<file path="config.mk">
export PLATFORM = sky130hd
export DESIGN_NAME = cfer_regs
export DESIGN_NICKNAME = d
export VERILOG_FILES = /design/src/design/cfer_pkg.sv /design/src/design/cfer_regs.sv
export VERILOG_INCLUDE_DIRS = /design/src /design/src/design
export SDC_FILE = /design/constraint.sdc
export NUM_CORES = 1
export LEC_CHECK = 0
export BUFFER_PORTS_ARGS = -buffer_cell sky130_fd_sc_hd__clkbuf_2
export CAP_MARGIN = 20
export CORE_UTILIZATION = 46
export DETAILED_ROUTE_END_ITERATION = 12
export PLACE_DENSITY_LB_ADDON = 0.2
export SLEW_MARGIN = 20
export SYNTH_ARGS = -nofsm -noshare
export SYNTH_HDL_FRONTEND = slang
export SYNTH_SLANG_ARGS = --single-unit
</file>
<file path="constraint.sdc">
create_clock -name sys_clk_i -period 4.25 [get_ports sys_clk_i]
set_input_delay 0.85 -clock sys_clk_i [delete_from_list [all_inputs] [get_ports sys_clk_i]]
set_output_delay 0.85 -clock sys_clk_i [all_outputs]
set_load 0.005 [all_outputs]
</file>
<file path="src/design/cfer_consts.svh">
`ifndef CFER_CONSTS_SVH
`define CFER_CONSTS_SVH
`define CFER_CFG_BASE_FIRST 8'h14
`define CFER_CFG_BASE_SECOND 8'h18
`define CFER_CFG_CIS_PTR 8'h28
`define CFER_CFG_CIS_AREA 8'h80
`define CFER_CIS_PTR_VALUE 32'h0000_0080
`define CFER_OFS_FLAGS 8'h00
`define CFER_OFS_MASK 8'h04
`define CFER_OFS_STATE 8'h08
`define CFER_BASE_RW_MASK 32'hFFFF_FF00
`define CFER_FLAGS_RW_MASK 32'h0000_8010
`define CFER_EMASK_RW_MASK 32'h0000_C010
`define CFER_STATE_RW_MASK 32'h0000_8010
`define CFER_BIT_GWAKE 4
`define CFER_BIT_WAKE_MASK 14
`define CFER_BIT_INTR 15
`define CFER_RESET_WORD 32'h0000_0000
`endif

</file>
<file path="src/design/cfer_pkg.sv">
// Types shared by the CardBus function event register bank.
package cfer_pkg;
  typedef enum logic [1:0] {
    CFER_ACC_NONE,
    CFER_ACC_CFG,
    CFER_ACC_MEM
  } cfer_acc_t;
endpackage

</file>
<file path="src/design/cfer_regs.sv">
// CardBus configuration additions and function status register bank.
`timescale 1ns/1ps
`include "cfer_consts.svh"
module cfer_regs
  import cfer_pkg::*;
#(
  parameter int CIS_WORDS = 32
) (
  // Clock and reset.
  input wire logic sys_clk_i,
  input wire logic rst_n_i,
  // Bus-type strap pin, high for CardBus.
  input wire logic card_mode_i,
  // Configuration access.
  input wire logic cfg_req_i,
  input wire logic cfg_we_i,
  input wire logic [7:0] cfg_addr_i,
  input wire logic [3:0] cfg_be_i,
  input wire logic [31:0] cfg_wdata_i,
  // Memory access to the status window.
  input wire logic mem_req_i,
  input wire logic mem_we_i,
  input wire logic [31:0] mem_addr_i,
  input wire logic [3:0] mem_be_i,
  input wire logic [31:0] mem_wdata_i,
  // Event sources from the function.
  input wire logic wake_event_i,
  input wire logic intr_event_i,
  // Answer.
  output logic ack_o,
  output logic hit_o,
  output logic [31:0] rd_data_o,
  // Status toward the function.
  output logic card_mode_o,
  output logic wake_o,
  output logic irq_o
);

  logic mode_meta;
  logic mode_sync;
  logic [31:0] base_first;
  logic [31:0] base_second;
  logic [31:0] ev_flags;
  logic [31:0] ev_mask;
  logic [31:0] pr_state;
  logic [31:0] cis_mem [CIS_WORDS];
  cfer_acc_t acc;
  logic cfg_wr;
  logic mem_wr;
  logic mem_sel;
  logic [7:0] mem_ofs;
  logic [31:0] cfg_rd;
  logic [31:0] mem_rd;
  logic cfg_hit;
  logic mem_hit;
  logic [$clog2(CIS_WORDS)-1:0] cis_idx;
  logic cis_sel;

  function automatic logic [31:0] merge(input logic [31:0] old, input logic [31:0] wd,
                                        input logic [3:0] be, input logic [31:0] rw);
    logic [31:0] m;
    m = {{8{be[3]}}, {8{be[2]}}, {8{be[1]}}, {8{be[0]}}} & rw;
    merge = (old & ~m) | (wd & m);
  endfunction

  function automatic logic base_match(input logic [31:0] a, input logic [31:0] b);
    base_match = (a[31:8] == b[31:8]);
  endfunction

  always_ff @(posedge sys_clk_i or negedge rst_n_i) begin
    if (!rst_n_i) begin
      mode_meta <= 1'b0;
      mode_sync <= 1'b0;
    end else begin
      mode_meta <= card_mode_i;
      mode_sync <= mode_meta;
    end
  end

  // Configuration wins when both requests arrive together.
  always_comb begin
    if (cfg_req_i) begin
      acc = CFER_ACC_CFG;
    end else if (mem_req_i) begin
      acc = CFER_ACC_MEM;
    end else begin
      acc = CFER_ACC_NONE;
    end
  end

  assign cfg_wr = (acc == CFER_ACC_CFG) && cfg_we_i && mode_sync;
  assign mem_ofs = mem_addr_i[7:0];
  assign mem_sel = mode_sync && (base_match(mem_addr_i, base_first) ||
                                 base_match(mem_addr_i, base_second));
  assign mem_hit = mem_sel && (mem_ofs == `CFER_OFS_FLAGS || mem_ofs == `CFER_OFS_MASK ||
                               mem_ofs == `CFER_OFS_STATE);
  assign mem_wr = (acc == CFER_ACC_MEM) && mem_we_i && mem_hit;
  assign cis_sel = cfg_addr_i >= `CFER_CFG_CIS_AREA;
  assign cis_idx = cfg_addr_i[$clog2(CIS_WORDS)+1:2];

  // Base registers keep bits 7-0 at zero whatever is written.
  always_ff @(posedge sys_clk_i or negedge rst_n_i) begin
    if (!rst_n_i) begin
      base_first <= `CFER_RESET_WORD;
      base_second <= `CFER_RESET_WORD;
    end else if (cfg_wr) begin
      if (cfg_addr_i == `CFER_CFG_BASE_FIRST) begin
        base_first <= merge(base_first, cfg_wdata_i, cfg_be_i, `CFER_BASE_RW_MASK);
      end
      if (cfg_addr_i == `CFER_CFG_BASE_SECOND) begin
        base_second <= merge(base_second, cfg_wdata_i, cfg_be_i, `CFER_BASE_RW_MASK);
      end
    end
  end

  // The CIS area is filled by configuration writes from the loader.
  always_ff @(posedge sys_clk_i) begin
    if (cfg_wr && cis_sel) begin
      cis_mem[cis_idx] <= cfg_wdata_i;
    end
  end

  // Flags clear on a written one; a new event in the same cycle wins.
  always_ff @(posedge sys_clk_i or negedge rst_n_i) begin
    if (!rst_n_i) begin
      ev_flags <= `CFER_RESET_WORD;
    end else begin
      if (mem_wr && mem_ofs == `CFER_OFS_FLAGS) begin
        ev_flags <= ev_flags & ~merge(32'h0000_0000, mem_wdata_i, mem_be_i,
                                      `CFER_FLAGS_RW_MASK);
      end
      if (wake_event_i) begin
        ev_flags[`CFER_BIT_GWAKE] <= 1'b1;
      end
      if (intr_event_i) begin
        ev_flags[`CFER_BIT_INTR] <= 1'b1;
      end
    end
  end

  always_ff @(posedge sys_clk_i or negedge rst_n_i) begin
    if (!rst_n_i) begin
      ev_mask <= `CFER_RESET_WORD;
    end else if (mem_wr && mem_ofs == `CFER_OFS_MASK) begin
      ev_mask <= merge(ev_mask, mem_wdata_i, mem_be_i, `CFER_EMASK_RW_MASK);
    end
  end

  always_ff @(posedge sys_clk_i or negedge rst_n_i) begin
    if (!rst_n_i) begin
      pr_state <= `CFER_RESET_WORD;
    end else if (mem_wr && mem_ofs == `CFER_OFS_STATE) begin
      pr_state <= merge(pr_state, mem_wdata_i, mem_be_i, `CFER_STATE_RW_MASK);
    end
  end

  // In PCI mode the CardBus additions read as zero and do not claim.
  always_comb begin
    cfg_rd = `CFER_RESET_WORD;
    cfg_hit = 1'b0;
    if (mode_sync) begin
      if (cis_sel) begin
        cfg_rd = cis_mem[cis_idx];
        cfg_hit = 1'b1;
      end else if (cfg_addr_i == `CFER_CFG_BASE_FIRST) begin
        cfg_rd = base_first & `CFER_BASE_RW_MASK;
        cfg_hit = 1'b1;
      end else if (cfg_addr_i == `CFER_CFG_BASE_SECOND) begin
        cfg_rd = base_second & `CFER_BASE_RW_MASK;
        cfg_hit = 1'b1;
      end else if (cfg_addr_i == `CFER_CFG_CIS_PTR) begin
        cfg_rd = `CFER_CIS_PTR_VALUE;
        cfg_hit = 1'b1;
      end
    end
  end

  always_comb begin
    mem_rd = `CFER_RESET_WORD;
    if (mem_hit) begin
      unique case (mem_ofs)
        `CFER_OFS_FLAGS: mem_rd = ev_flags & `CFER_FLAGS_RW_MASK;
        `CFER_OFS_MASK: mem_rd = ev_mask & `CFER_EMASK_RW_MASK;
        `CFER_OFS_STATE: mem_rd = pr_state & `CFER_STATE_RW_MASK;
        default: mem_rd = `CFER_RESET_WORD;
      endcase
    end
  end

  always_ff @(posedge sys_clk_i or negedge rst_n_i) begin
    if (!rst_n_i) begin
      ack_o <= 1'b0;
      hit_o <= 1'b0;
      rd_data_o <= `CFER_RESET_WORD;
    end else begin
      ack_o <= (acc != CFER_ACC_NONE);
      unique case (acc)
        CFER_ACC_CFG: begin
          hit_o <= cfg_hit;
          rd_data_o <= cfg_rd;
        end
        CFER_ACC_MEM: begin
          hit_o <= mem_hit;
          rd_data_o <= mem_rd;
        end
        CFER_ACC_NONE: begin
          hit_o <= 1'b0;
          rd_data_o <= `CFER_RESET_WORD;
        end
      endcase
    end
  end

  always_ff @(posedge sys_clk_i or negedge rst_n_i) begin
    if (!rst_n_i) begin
      card_mode_o <= 1'b0;
      wake_o <= 1'b0;
      irq_o <= 1'b0;
    end else begin
      card_mode_o <= mode_sync;
      wake_o <= ev_flags[`CFER_BIT_GWAKE] & ev_mask[`CFER_BIT_GWAKE] &
                ev_mask[`CFER_BIT_WAKE_MASK];
      irq_o <= ev_flags[`CFER_BIT_INTR] & ev_mask[`CFER_BIT_INTR];
    end
  end

  AST_BASE_LOW_ZERO: assert property (@(posedge sys_clk_i) disable iff (!rst_n_i)
    (base_first[7:0] == 8'h00) && (base_second[7:0] == 8'h00))
    else $error("base low byte not zero");

  AST_BASE_WRITE_TAKES: assert property (@(posedge sys_clk_i) disable iff (!rst_n_i)
    cfg_wr && cfg_addr_i == `CFER_CFG_BASE_FIRST && (&cfg_be_i)
    |=> base_first[31:8] == $past(cfg_wdata_i[31:8]))
    else $error("base write lost");

  AST_WINDOW_DECODE: assert property (@(posedge sys_clk_i) disable iff (!rst_n_i)
    acc == CFER_ACC_MEM && mode_sync && base_match(mem_addr_i, base_second) &&
    mem_ofs == `CFER_OFS_STATE |=> hit_o && ack_o)
    else $error("status window not decoded");

  AST_LOW_BITS_ZERO: assert property (@(posedge sys_clk_i) disable iff (!rst_n_i)
    $past(acc == CFER_ACC_MEM) |-> rd_data_o[3:0] == 4'h0)
    else $error("unused low bits read nonzero");

  AST_EVENT_SETS: assert property (@(posedge sys_clk_i) disable iff (!rst_n_i)
    intr_event_i |=> ev_flags[`CFER_BIT_INTR] ##1 irq_o == $past(ev_mask[`CFER_BIT_INTR]))
    else $error("interrupt event not recorded");

  AST_FLAGS_RESERVED: assert property (@(posedge sys_clk_i) disable iff (!rst_n_i)
    $past(mem_hit && acc == CFER_ACC_MEM && mem_ofs == `CFER_OFS_FLAGS)
    |-> (rd_data_o & ~`CFER_FLAGS_RW_MASK) == 32'h0000_0000)
    else $error("flag reserved bits nonzero");

  AST_MASK_FIXED: assert property (@(posedge sys_clk_i) disable iff (!rst_n_i)
    (ev_mask & ~`CFER_EMASK_RW_MASK) == 32'h0000_0000)
    else $error("mask fixed bits nonzero");

  AST_AUDIO_MASK_ZERO: assert property (@(posedge sys_clk_i) disable iff (!rst_n_i)
    $past(acc == CFER_ACC_MEM && mem_ofs == `CFER_OFS_MASK) |-> rd_data_o[6:5] == 2'b00)
    else $error("audio mask bits nonzero");

  AST_STATE_FIXED: assert property (@(posedge sys_clk_i) disable iff (!rst_n_i)
    (pr_state & ~`CFER_STATE_RW_MASK) == 32'h0000_0000)
    else $error("state fixed bits nonzero");

  AST_RO_WRITE_IGNORED: assert property (@(posedge sys_clk_i) disable iff (!rst_n_i)
    mem_wr && mem_ofs == `CFER_OFS_STATE |=> pr_state[14:5] == 10'h000)
    else $error("reserved write stored");

  AST_PCI_MODE_HIDDEN: assert property (@(posedge sys_clk_i) disable iff (!rst_n_i)
    acc == CFER_ACC_CFG && !mode_sync |=> !hit_o && rd_data_o == 32'h0000_0000)
    else $error("CardBus header visible in PCI mode");

  COV_CIS_PTR_READ: cover property (@(posedge sys_clk_i) disable iff (!rst_n_i)
    acc == CFER_ACC_CFG && mode_sync && cfg_addr_i == `CFER_CFG_CIS_PTR);
  COV_FLAG_CLEAR: cover property (@(posedge sys_clk_i) disable iff (!rst_n_i)
    mem_wr && mem_ofs == `CFER_OFS_FLAGS && ev_flags[`CFER_BIT_INTR]);
  COV_SET_AND_CLEAR: cover property (@(posedge sys_clk_i) disable iff (!rst_n_i)
    mem_wr && mem_ofs == `CFER_OFS_FLAGS && wake_event_i);
  COV_IRQ: cover property (@(posedge sys_clk_i) disable iff (!rst_n_i) irq_o);

endmodule

</file>
Yosys cells after proc, flatten, opt, wreduce, memory -nomap -nowiden
Memory sizes are Yosys's and may differ from the RTL's.
Index checks and enable logic that the tools add are counted.

storage, ports and cells
  register bits after elaboration = 199
  bits in latches = 0
  memory bits (writable) = 1024
  memory bits (read-only) = 0
  bits of input ports = 121
  output and inout port bits = 37
  logic and storage cells = 86
  memories kept = 1

memories
  memory   words  width  rd ports  clocked after memory_dff  wr ports  line             RTL
  cis_mem  32     32     1         0                         1         cfer_regs.sv:46  logic [31:0] cis_mem [CIS_WORDS];

operators by class
  $add $sub $neg = 0
  $mul = 0
  divide/modulo/power cells = 0
  order comparisons = 1
  equality and inequality tests = 9
  shifts and indexed selects = 0
  mux-type cells = 21
  bitwise gates (word level) = 19
  reduce and logical (&&, ||, !) cells = 20

operators by type and width
  cell                                                      number
  AND 32 bit                                                6
  2-to-1 mux 32 bit                                         4
  bitwise OR 32 bit                                         4
  case mux 32 bit (3 select lines)                          1
  AND 32 x 16 -> 32 bit                                     2
  NOT 16 -> 32 bit                                          2
  NOT 32 bit                                                2
  equality test 24 bit                                      2
  case mux 16 bit (3 select lines)                          1
  2-to-1 mux 16 bit                                         2
  equality test 8 x 5 -> 1 bit, second input constant       2
  logical AND 1 bit                                         10
  2-to-1 mux 1 bit                                          9
  equality test 8 x 3 -> 1 bit, second input constant       1
  equality test 8 x 4 -> 1 bit, second input constant       1
  equality test 8 x 6 -> 1 bit, second input constant       1
  greater-or-equal comparator 8 bit, second input constant  1
  logical NOT 8 bit                                         1
  2-to-1 mux 8 bit                                          1
  nonzero test 2 bit                                        3
  2-to-1 mux 2 bit                                          2
  AND reduction 2 bit                                       2
  AND 1 bit                                                 3
  logical OR 1 bit                                          3
  other kinds (4)                                           4

Longest topological paths before layout
Gate-level depths: netlist of run 1.

  depth in word-level cells = 8
  depth in mapped cells = 10
  mapped depth without buffers = 6

Worst setup path after synthesis of run 1
OpenSTA, ideal clock, no wires.

  path kind = input -> register
  start = input port cfg_addr_i[3]
  end = memory cis_mem[3][0] (enable)
  arrival = 5136 ps
  setup slack = -1389 ps
  stages on the path = 6
  path buffers = 4
  path through = buf_2 -> buf_4 -> buf_2 -> buf_1 -> nand4_1 -> nor4_1

between the ends
  longest elaborated chain between the ends = 4

RTL lines
  what                                         line              RTL
  from (decl)                                  cfer_regs.sv:17   input wire logic [7:0] cfg_addr_i,
  greater-or-equal comparator 8 bit (no line)  -
  logical AND 1 bit                            cfer_regs.sv:118  if (cfg_wr && cis_sel) begin
  2-to-1 mux 1 bit                             cfer_regs.sv:118
  2-to-1 mux 1 bit (not written as such)       cfer_regs.sv:119  cis_mem[cis_idx] <= cfg_wdata_i;
  to (decl)                                    cfer_regs.sv:46

Several ways; a longest one is shown, not always the timed one.

Final worst setup path of run 1
  start = register mode_sync
  end = memory cis_mem[25][8] (enable)

between the ends
  longest elaborated chain between the ends = 4

RTL lines
  what                                    line              RTL
  from (decl)                             cfer_regs.sv:40   logic mode_sync;
  from (signal assigned)                  cfer_regs.sv:76   mode_sync <= mode_meta;
  logical AND 1 bit                       cfer_regs.sv:91   assign cfg_wr = (acc == CFER_ACC_CFG) && cfg_we_i && mode_sync;
  logical AND 1 bit                       cfer_regs.sv:118
  2-to-1 mux 1 bit                        cfer_regs.sv:118
  2-to-1 mux 1 bit (not written as such)  cfer_regs.sv:119

No other way between the ends.

==> out/metrics.cfg, run 1 <==
[sta]
fmax_ghz=0.329
setup-violations-final=0
hold_viol=0
grt_setup_unrepaired=no
slew_violations=0
hold-worst-slack_ns=0.265
final.min_clock_period_ns=3.04
worst_pin_slew_ns=1.06
finalSetupTns_ns=0
fin_worst_skew_ns=0.0259
timing.slew.headroom_pct=28.8
finalCritPeriodShare_pct=71.6

[route]
top_layer=met4
route.met2.wl_um=54700
wl_met3_um=7060
post-route-drc-count=0
dr.pass1.iters=7
drtAntennaViolNets=0
routed_wl_um=110000
wl_per_cell_um=31.3
vias_per_cell=6.05
m1WireLength_um=46400
vias=21400
first_iter_violations=2112

[final_layout]
final_cell_mix=edfxtp_1, mux4_2, clkbuf_2
design_area_mm2=0.0498
layout_commonest_cell=edfxtp_1
layout-drive-gt1-share_pct=32.2
nFillCells=7220
nets=2301
area_growth_pct=14.7
instances_no_fill=3531

[clock_tree]
cts_htree_levels=3
post_cts_resized=0
cts.path.max_buffers=3
cts_tree=done
root_buffer=clkbuf_16
numCtsBuffers=110
clk_pin_slew_ns=0.06
cts-hold-fix-buffers=0
cts.sinks=1118
postCtsSetupBuffers=0
clk_latency_ns=0.70

[logic_synthesis]
ys_dominant_reg_cell=edfxtp_1
synth_area_leaders=edfxtp_1, mux4_2, dfrtp_1
synth_edf_count=1024
syn_inst=1950
yosysTopAreaCell=edfxtp_1
yosysWarnings=0
netlist.area_leader.share_pct=70.9
syn_area_mm2=0.0434
synth_area_per_cell_um2=22.2
ys_ff_latch=1118
synth_cell_types=40
ys_seq_area_share_pct=76.3
syn_nets=2071
synthArstFlopShare_pct=8.41

[worst_setup_path]
path_class=register to register
start_kind=register
reg2reg_depth=4
r2r-start=mode_sync
crit_required_ns=4.56
r2r_end=cis_mem[25][8]
end_kind=register
critPathArrivalTime_ns=3.35
rrSetupSlack_ns=1.21
critPathMaxFanout=19

[job]
drv_cap=0

[die]
die_h_um=309
num_rows=112
num_io_pins=158
die_w_um=309
core_area_mm2=0.0933
dieArea_mm2=0.0955
initial_core_util_pct=46.5

[placed_design]
dp_cells=3321
gp_congestion=0.826
numPortBuffers=125
dp_hpwl_um=64700
dpl_cell_area_mm2=0.0462

[global_routing]
antenna_found_initial=1
grt_pass1_vias=21700
grt_usage_pct=23.6
grt_max_degree=102
overflow=0
grt_pass1_wl_um=157000

[hold_path]
hp-class=primary input to asynchronous set/reset pin

[pwr]
ir_worst_vdd_mv=0.359
p_leak_uw=0.0163
pwr_density_cell_mw_per_mm2=454

[run_status]
status=completed

-- layout make-up --
type                    instances  area [µm²]  share of cell area, %
diodes                          1        2.50                0.00503
clock buffers                 129        2860                   5.74
clock inverters                79         693                   1.39
multi-input cells             729        9990                   20.1
flip-flops and latches       1118       33100                   66.5
well taps                    1254        1570                   3.15
repair buffers                221        1540                   3.09
-- routing by layer --
metal	GRT usage [%]	vias to the layer above
met5	0	-
met4	6.10	0
met3	3.25	137
met2	38.7	825
met1	33.4	11700
li1	-	8691
-- stage by stage --
step | util, % | setup WS [ns] | power, µW
6_report | 53.3 | 1.21 | 22600
5_1_grt | 53.3 | 1.11 | 23300
4_1_cts | 53.3 | 1.20 | 22800
2_1_floorplan | - | -0.505 | 12900
3_3_place_gp | 49.5 | 0.635 | 13300
3_5_place_dp | 49.5 | 0.595 | 13300
-- worst max path at each step --
| stage | start | to | cells past startpoint |
|---|---|---|---|
| after floorplan | cfg_addr_i[3] | cis_mem[19][0] | 6 |
| after global placement | cfg_addr_i[3] | cis_mem[25][10] | 5 |
| after detailed placement | cfg_addr_i[3] | cis_mem[17][21] | 5 |
| after CTS | mode_sync | cis_mem[17][18] | 4 |
| after global routing | mode_sync | cis_mem[17][18] | 4 |
| final | mode_sync | cis_mem[25][8] | 4 |
-- sequential cells by signal (all words and copies together), names as in the netlist, named ones only --
register / count
ack_o: 1
ev_flags: 2
hit_o: 1
wake_o: 1
rd_data_o: 32
mode_meta: 1
mode_sync: 1
cis_mem: 1024
irq_o: 1
card_mode_o: 1
-- synth_stat cells, types with 2 or more instances --
cell type / number
mux4_2: 283
mux2i_1: 43
nor2b_1: 5
xnor2_1: 48
nand2b_1: 8
o31ai_1: 3
nand4b_1: 3
and2_1: 3
a22oi_1: 65
a21oi_1: 32
nor4_1: 14
o21ai_1: 13
nand3_1: 9
nor2_1: 32
nor3_1: 14
dfrtp_1: 94
mux2_1: 53
nor2_4: 6
buf_4: 11
o21ai_0: 2
buf_2: 26
and3_1: 2
o211ai_2: 12
nand2_1: 40
o22ai_1: 12
clkbuf_1: 37
buf_1: 13
buf_6: 16
nor4_2: 2
nand4_1: 16
edfxtp_1: 1024
-- worst max-delay path, stage by stage (launching register included) --
cell and delay (ns):
dfrtp_1 0.51, and3_1 0.35, nand3_1 0.31, nor3_4 0.86, buf_4 0.58
-- cell families (layout without fill, tap and decap cells) --
kind of cell           count (synthesis)  after routing  share of synthesized area (%)
AND/OR/NAND/NOR                      159            159                           1.97
multiplexers                         379            379                           17.1
other                                  0              1                              0
buffers and inverters                103            429                           1.34
XOR/XNOR                              48             48                          0.970
flip-flops                          1118           1118                           76.3
AO/OA/AOI/OAI                        143            143                           2.31
-- power by group --
part | switching, µW | total [µW] | leakage, µW | internal, µW
registers | 13.2 | 12000 | 0.0105 | 12000
clock network | 4110 | 9530 | 0.00175 | 5420
logic | 635 | 1030 | 0.00404 | 397
total | 4760 | 22600 | 0.0163 | 17900
Note: power is estimated with default switching activity, not from simulation.
==> run 2, diff against run 1 <==
==> constraint.sdc (replaced) <==
create_clock -name sys_clk_i -period 2.7 [get_ports sys_clk_i]
set_input_delay 0.54 -clock sys_clk_i [delete_from_list [all_inputs] [get_ports sys_clk_i]]
set_output_delay 0.54 -clock sys_clk_i [all_outputs]
set_load 0.005 [all_outputs]
==> out/metrics.cfg, run 2 (synthesis gave the netlist of run 1 again) <==
[route]
first_iter_violations=2268
vias=21700
routed_wl_um=112000
vias_per_cell=5.99
dr.pass1.iters=4
wl_per_cell_um=30.9
drtAntennaViolNets=0
post-route-drc-count=0

[sta]
finalCritPeriodShare_pct=87.1
setup-violations-final=0
fmax_ghz=0.425
final.min_clock_period_ns=2.35
hold-worst-slack_ns=0.0582
grt_setup_unrepaired=no
slew_violations=0
hold_viol=0
worst_pin_slew_ns=0.778
timing.slew.headroom_pct=48.2
fin_worst_skew_ns=0.0228

[die]
core_area_mm2=0.0933
die_h_um=309
num_rows=112
dieArea_mm2=0.0955
initial_core_util_pct=46.5
die_w_um=309
num_io_pins=158

[pwr]
p_seq_share_pct=54.1
p_sw_share_pct=21.1
p_sw_uw=7380
p_int_uw=27700
comb_power_share_pct=5.1
ir_worst_vdd_mv=0.572
p_leak_uw=0.0169
pwr-share-clk_pct=40.8
power_uw=35000
pwr_density_cell_mw_per_mm2=684

[final_layout]
nets=2398
largest_register=cis_mem
largest_reg_flops=1024
top_regs=cis_mem x1024, rd_data_o x32, ev_flags x2
layout-drive-gt1-share_pct=34.1
final_cell_mix=edfxtp_1, mux4_2, clkbuf_2
area_growth_pct=18.1
layout_commonest_cell=edfxtp_1
nFillCells=7083

[global_routing]
grt_pass1_vias=22100
grt_usage_pct=23.8
grt_max_degree=53
grt_pass1_wl_um=158000
overflow=0
antenna_found_initial=2

[worst_setup_path]
path_class=register to register
start_kind=register
reg2reg_depth=6
end_kind=register
critPathMaxFanout=6
critPathArrivalTime_ns=2.91
crit_required_ns=3.25
rrSetupSlack_ns=0.35

[clock_tree]
numCtsBuffers=111
clk_pin_slew_ns=0.06
cts_tree=done
clk_latency_ns=0.69
cts.sinks=1118
root_buffer=clkbuf_16
post_cts_resized=0
cts.path.max_buffers=3
cts_htree_levels=3

[placed_design]
dp_hpwl_um=68900
gp_congestion=0.819
numPortBuffers=125

[hold_path]
hp-class=primary input to register
hp-start=wake_event_i
hold_path_end=ev_flags[4]
whs_path_depth=2

[job]
drv_cap=0

[run_status]
status=completed

## run 2: changes by cell type in the layout (fill, tap and decap cells not counted), sizes merged
cell | previous run | this run
buf | 101 | 195
bufinv | 10 | 2
clkbuf | 249 | 283
clkinv | 61 | 39
clkinvlp | 4 | 1
dlygate4sd3 | 0 | 2
inv | 4 | 3
## run 2: worst max-delay path by stage
stage | cells after the start | slack, ns | start | end
final | 6 | 0.35 | register | register
after global routing | 7 | 0.18 | register | register
after CTS | 6 | 0.33 | register | register
after detailed placement | 10 | -0.05 | cfg_addr_i[2] | rd_data_o[18]
after global placement | 10 | -0.08 | cfg_addr_i[2] | rd_data_o[18]
after floorplan | 6 | -0.55 | cfg_addr_i[2] | cis_mem[3][0]
## run 2: worst max-delay path, cell delays in order (launching register included)
cell and delay (ns):
dfrtp_1 0.40, xnor2_1 0.32, nand4_1 0.20, nor4_1 0.32, a22oi_1 0.23, nor4_1 0.39, mux2_1 0.36
## run 2: metal layers
| metal | track usage (%) | wire length, µm | vias up |
|---|---|---|---|
| met5 | 0 | 0 | - |
| met4 | 6.44 | 2860 | 0 |
| met3 | 4.15 | 8100 | 164 |
| met2 | 38.8 | 54700 | 876 |
| met1 | 33.4 | 46500 | 11800 |
| li1 | - | - | 8891 |
## run 2: what timing repair did
item | in CTS | in global routing
endpoints found under the hold margin | 16 | 0
hold buffers | 2 | 0
buffers inserted | 0 | 0
## run 2: power by group through the flow
stage,sequential [µW],combinational [µW],clock (µW)
3_3_place_gp,19300,1750,0
4_1_cts,19000,1790,14500
5_1_grt,19000,1880,15200
6_report,19000,1770,14300
3_5_place_dp,19300,1790,0
2_1_floorplan,19300,953,0
## run 2: cell type report
| cell class | instances | area, µm² | share of cell area, % |
|---|---|---|---|
| Clock inverter | 45 | 312 | 0.608 |
| Timing Repair Buffer | 317 | 3140 | 6.13 |
| Tap cell | 1254 | 1570 | 3.06 |
| Clock buffer | 163 | 3030 | 5.92 |
| Multi-Input combinational cell | 729 | 10100 | 19.6 |
| Sequential cell | 1118 | 33100 | 64.6 |
| Antenna cell | 1 | 2.50 | 0.00489 |
## run 2: metrics by stage
stage	cells	worst slack [ns]	cell area, µm²	TNS [ns]	util, %
after floorplan	1950	-0.546	43800	-126.46	-
after global placement	3416	-0.0834	47800	-0.131	51.3
after detailed placement	3416	-0.0497	47800	-0.130	51.3
after CTS	3626	0.331	51200	0	54.9
after global routing	3626	0.180	51200	0	54.9
final	3627	0.349	51200	0	54.9
==> run 3, diff against run 2 <==
--- a/config.mk
+++ b/config.mk
@@ -6,9 +6,10 @@
 export SDC_FILE = /design/constraint.sdc
 export NUM_CORES = 1
 export LEC_CHECK = 0
+export ABC_AREA = 1
 export BUFFER_PORTS_ARGS = -buffer_cell sky130_fd_sc_hd__clkbuf_2
 export CAP_MARGIN = 20
-export CORE_UTILIZATION = 46
+export CORE_UTILIZATION = 60
 export DETAILED_ROUTE_END_ITERATION = 12
 export PLACE_DENSITY_LB_ADDON = 0.2
 export SLEW_MARGIN = 20
==> constraint.sdc (replaced) <==
create_clock -name sys_clk_i -period 2.5 [get_ports sys_clk_i]
set_input_delay 0.5 -clock sys_clk_i [delete_from_list [all_inputs] [get_ports sys_clk_i]]
set_output_delay 0.5 -clock sys_clk_i [all_outputs]
set_load 0.005 [all_outputs]
==> out/metrics.cfg, run 3 <==
[run_status]
status=completed

[clock_tree]
cts.sinks=1118
cts.path.max_buffers=3
cts_htree_levels=3
root_buffer=clkbuf_16
numCtsBuffers=109
cts_tree=done
clk_pin_slew_ns=0.06
clk_latency_ns=0.67

[logic_synthesis]
ys_ff_latch=1118
netlist.area_leader.share_pct=70.8
synth_edf_count=1024
syn_area_mm2=0.0434
yosysWarnings=0
ys_seq_area_share_pct=76.2
yosysTopAreaCell=edfxtp_1
syn_nets=3454
synth_common_cells=nand2_1, edfxtp_1, a22oi_1
synth_cell_types=37
synth_most_common_cell=nand2_1
synth_area_leaders=edfxtp_1, nand2_1, dfrtp_1
syn_inst=3333
ys_dominant_reg_cell=edfxtp_1
synthArstFlopShare_pct=8.41
synth_area_per_cell_um2=13.0

[route]
first_iter_violations=3650
vias_per_cell=6.27
dr.pass1.iters=6
wl_per_cell_um=25.6
vias=29100
post-route-drc-count=0
drtAntennaViolNets=0
routed_wl_um=119000

[die]
core_area_mm2=0.0715
num_io_pins=158
dieArea_mm2=0.0734
initial_core_util_pct=60.7
num_rows=98
die_h_um=271
die_w_um=271

[final_layout]
design_area_mm2=0.0509
nFillCells=4576
final_cell_mix=nand2_1, edfxtp_1, a22oi_1
top_regs=cis_mem x1024, rd_data_o x32, ev_flags x2
area_growth_pct=17.3
nets=3722
largest_register=cis_mem
antenna_cells=0
layout-drive-gt1-share_pct=14.5
largest_reg_flops=1024
layout_commonest_cell=nand2_1
regArea_mm2=0.0331
multiInputGateArea_mm2=0.00937

[job]
drv_cap=0

[sta]
timing.slew.headroom_pct=54.5
grt_setup_unrepaired=no
fin_worst_skew_ns=0.0331
setup-violations-final=0
final.min_clock_period_ns=2.28
worst_pin_slew_ns=0.682
slew_violations=0
fmax_ghz=0.439
finalCritPeriodShare_pct=91.1
hold_viol=0

[worst_setup_path]
r2r_end=cis_mem[12][27]
crit_end=cis_mem[12][27]
critPathMaxFanout=11
reg2reg_depth=8
critPathArrivalTime_ns=2.60
start_kind=register
rrSetupSlack_ns=0.22
crit_required_ns=2.82
r2r-start=mode_sync
end_kind=register
path_class=register to register
timing.critical_path.from=mode_sync

[placed_design]
dp_hpwl_um=70000
gp_congestion=0.901
dpl_cell_area_mm2=0.0473
numPortBuffers=125

[hold_path]
hp-start=wake_event_i
hp-class=primary input to register

[pwr]
pwr_density_cell_mw_per_mm2=765
p_leak_uw=0.0179
ir_worst_vdd_mv=0.718
power_uw=39000

[global_routing]
grt_pass1_wl_um=175000
grt_pass1_vias=28300
overflow=0
antenna_found_initial=1
grt_max_degree=63
grt_usage_pct=32.5

run 3: changes by cell type in the layout (fill, tap and decap cells not counted), sizes merged, moves of 58 or more:
| cell | previous run | this run |
|---|---|---|
| a21oi | 32 | 90 |
| a22oi | 65 | 179 |
| inv | 3 | 123 |
| mux4 | 283 | 0 |
| nand2 | 41 | 1067 |
| nand3 | 9 | 78 |
| nand4 | 17 | 150 |
| nor2 | 39 | 126 |
| o21ai | 15 | 108 |
run 3: cells by family (layout without fill, tap and decap cells):
logic type	Yosys count	after routing	share of synthesized area [%]
xor+xnor	7	7	0.141
flops	1118	1118	76.2
buf+inv	293	655	2.85
simple gates	1443	1443	13.7
compound gates	472	472	7.07
run 3: worst max-delay path, cell delays in order, from the launching register on:
cell and delay, ns:
dfrtp_1 0.37, nand2_1 0.16, nor2_1 0.22, nand2_1 0.24, inv_1 0.19, nand2_1 0.07, buf_4 0.21, nor2_4 0.14
buf_4 0.32
run 3: where the power goes:
group	leakage (µW)	internal [µW]	total (µW)	switching (µW)
registers	0.0104	20500	20500	18.6
clock network	0.00179	9520	16400	6870
logic	0.00564	616	2080	1470
total	0.0179	30600	39000	8360
run 3: per-layer routing:
metal	GRT usage [%]	share of wire [%]	vias up	routed length (µm)
li1	-	-	12600	-
met1	46.0	38	14300	45200
met2	51.4	47	1986	55900
met3	6.06	12	277	14100
met4	10.7	3.1	2	3690
met5	0	0.0059	-	7
run 3: metrics by stage:
step | TNS, ns | utilization, % | setup WS, ns | hold slack (ns) | instances
finish | 0 | 71.3 | 0.223 | 0.0155 | 4645
floorplan | -173.47 | - | -0.310 | 0.204 | 3333
global route | 0 | 71.3 | 0.159 | 0.0359 | 4645
CTS | 0 | 71.3 | 0.285 | 0.000558 | 4645
detailed placement | -3.06 | 66.1 | -0.0491 | 0.358 | 4437
global placement | -0.0475 | 66.1 | -0.00440 | 0.345 | 4437
run 3: how the worst min path moves through the flow:
stage	slack, ns	endpoint	cells after the start
detailed placement	0.36	mode_sync	0
finish	0.02	ev_flags[4]	3
floorplan	0.20	asynchronous set/reset pin	0
global route	0.04	ev_flags[4]	3
CTS	0.0006	ev_flags[4]	3
global placement	0.35	mode_sync	0
run 3: timing repair:
item                                    CTS  global route
gates resized for setup                   0             0
hold buffers                              3             0
endpoints found under the hold margin    38             0
endpoints found under the setup margin    0             0
buffers inserted                          0             0
run 3: final cells by class:
| type | instances | area share (%) |
|---|---|---|
| timing repair buffer | 328 | 6.24 |
| sequential | 1118 | 65.0 |
| clock inverter | 61 | 1.19 |
| tap | 950 | 2.33 |
| multi-input combinational | 1922 | 18.4 |
| clock buffer | 144 | 5.92 |
| inverter | 122 | 0.943 |
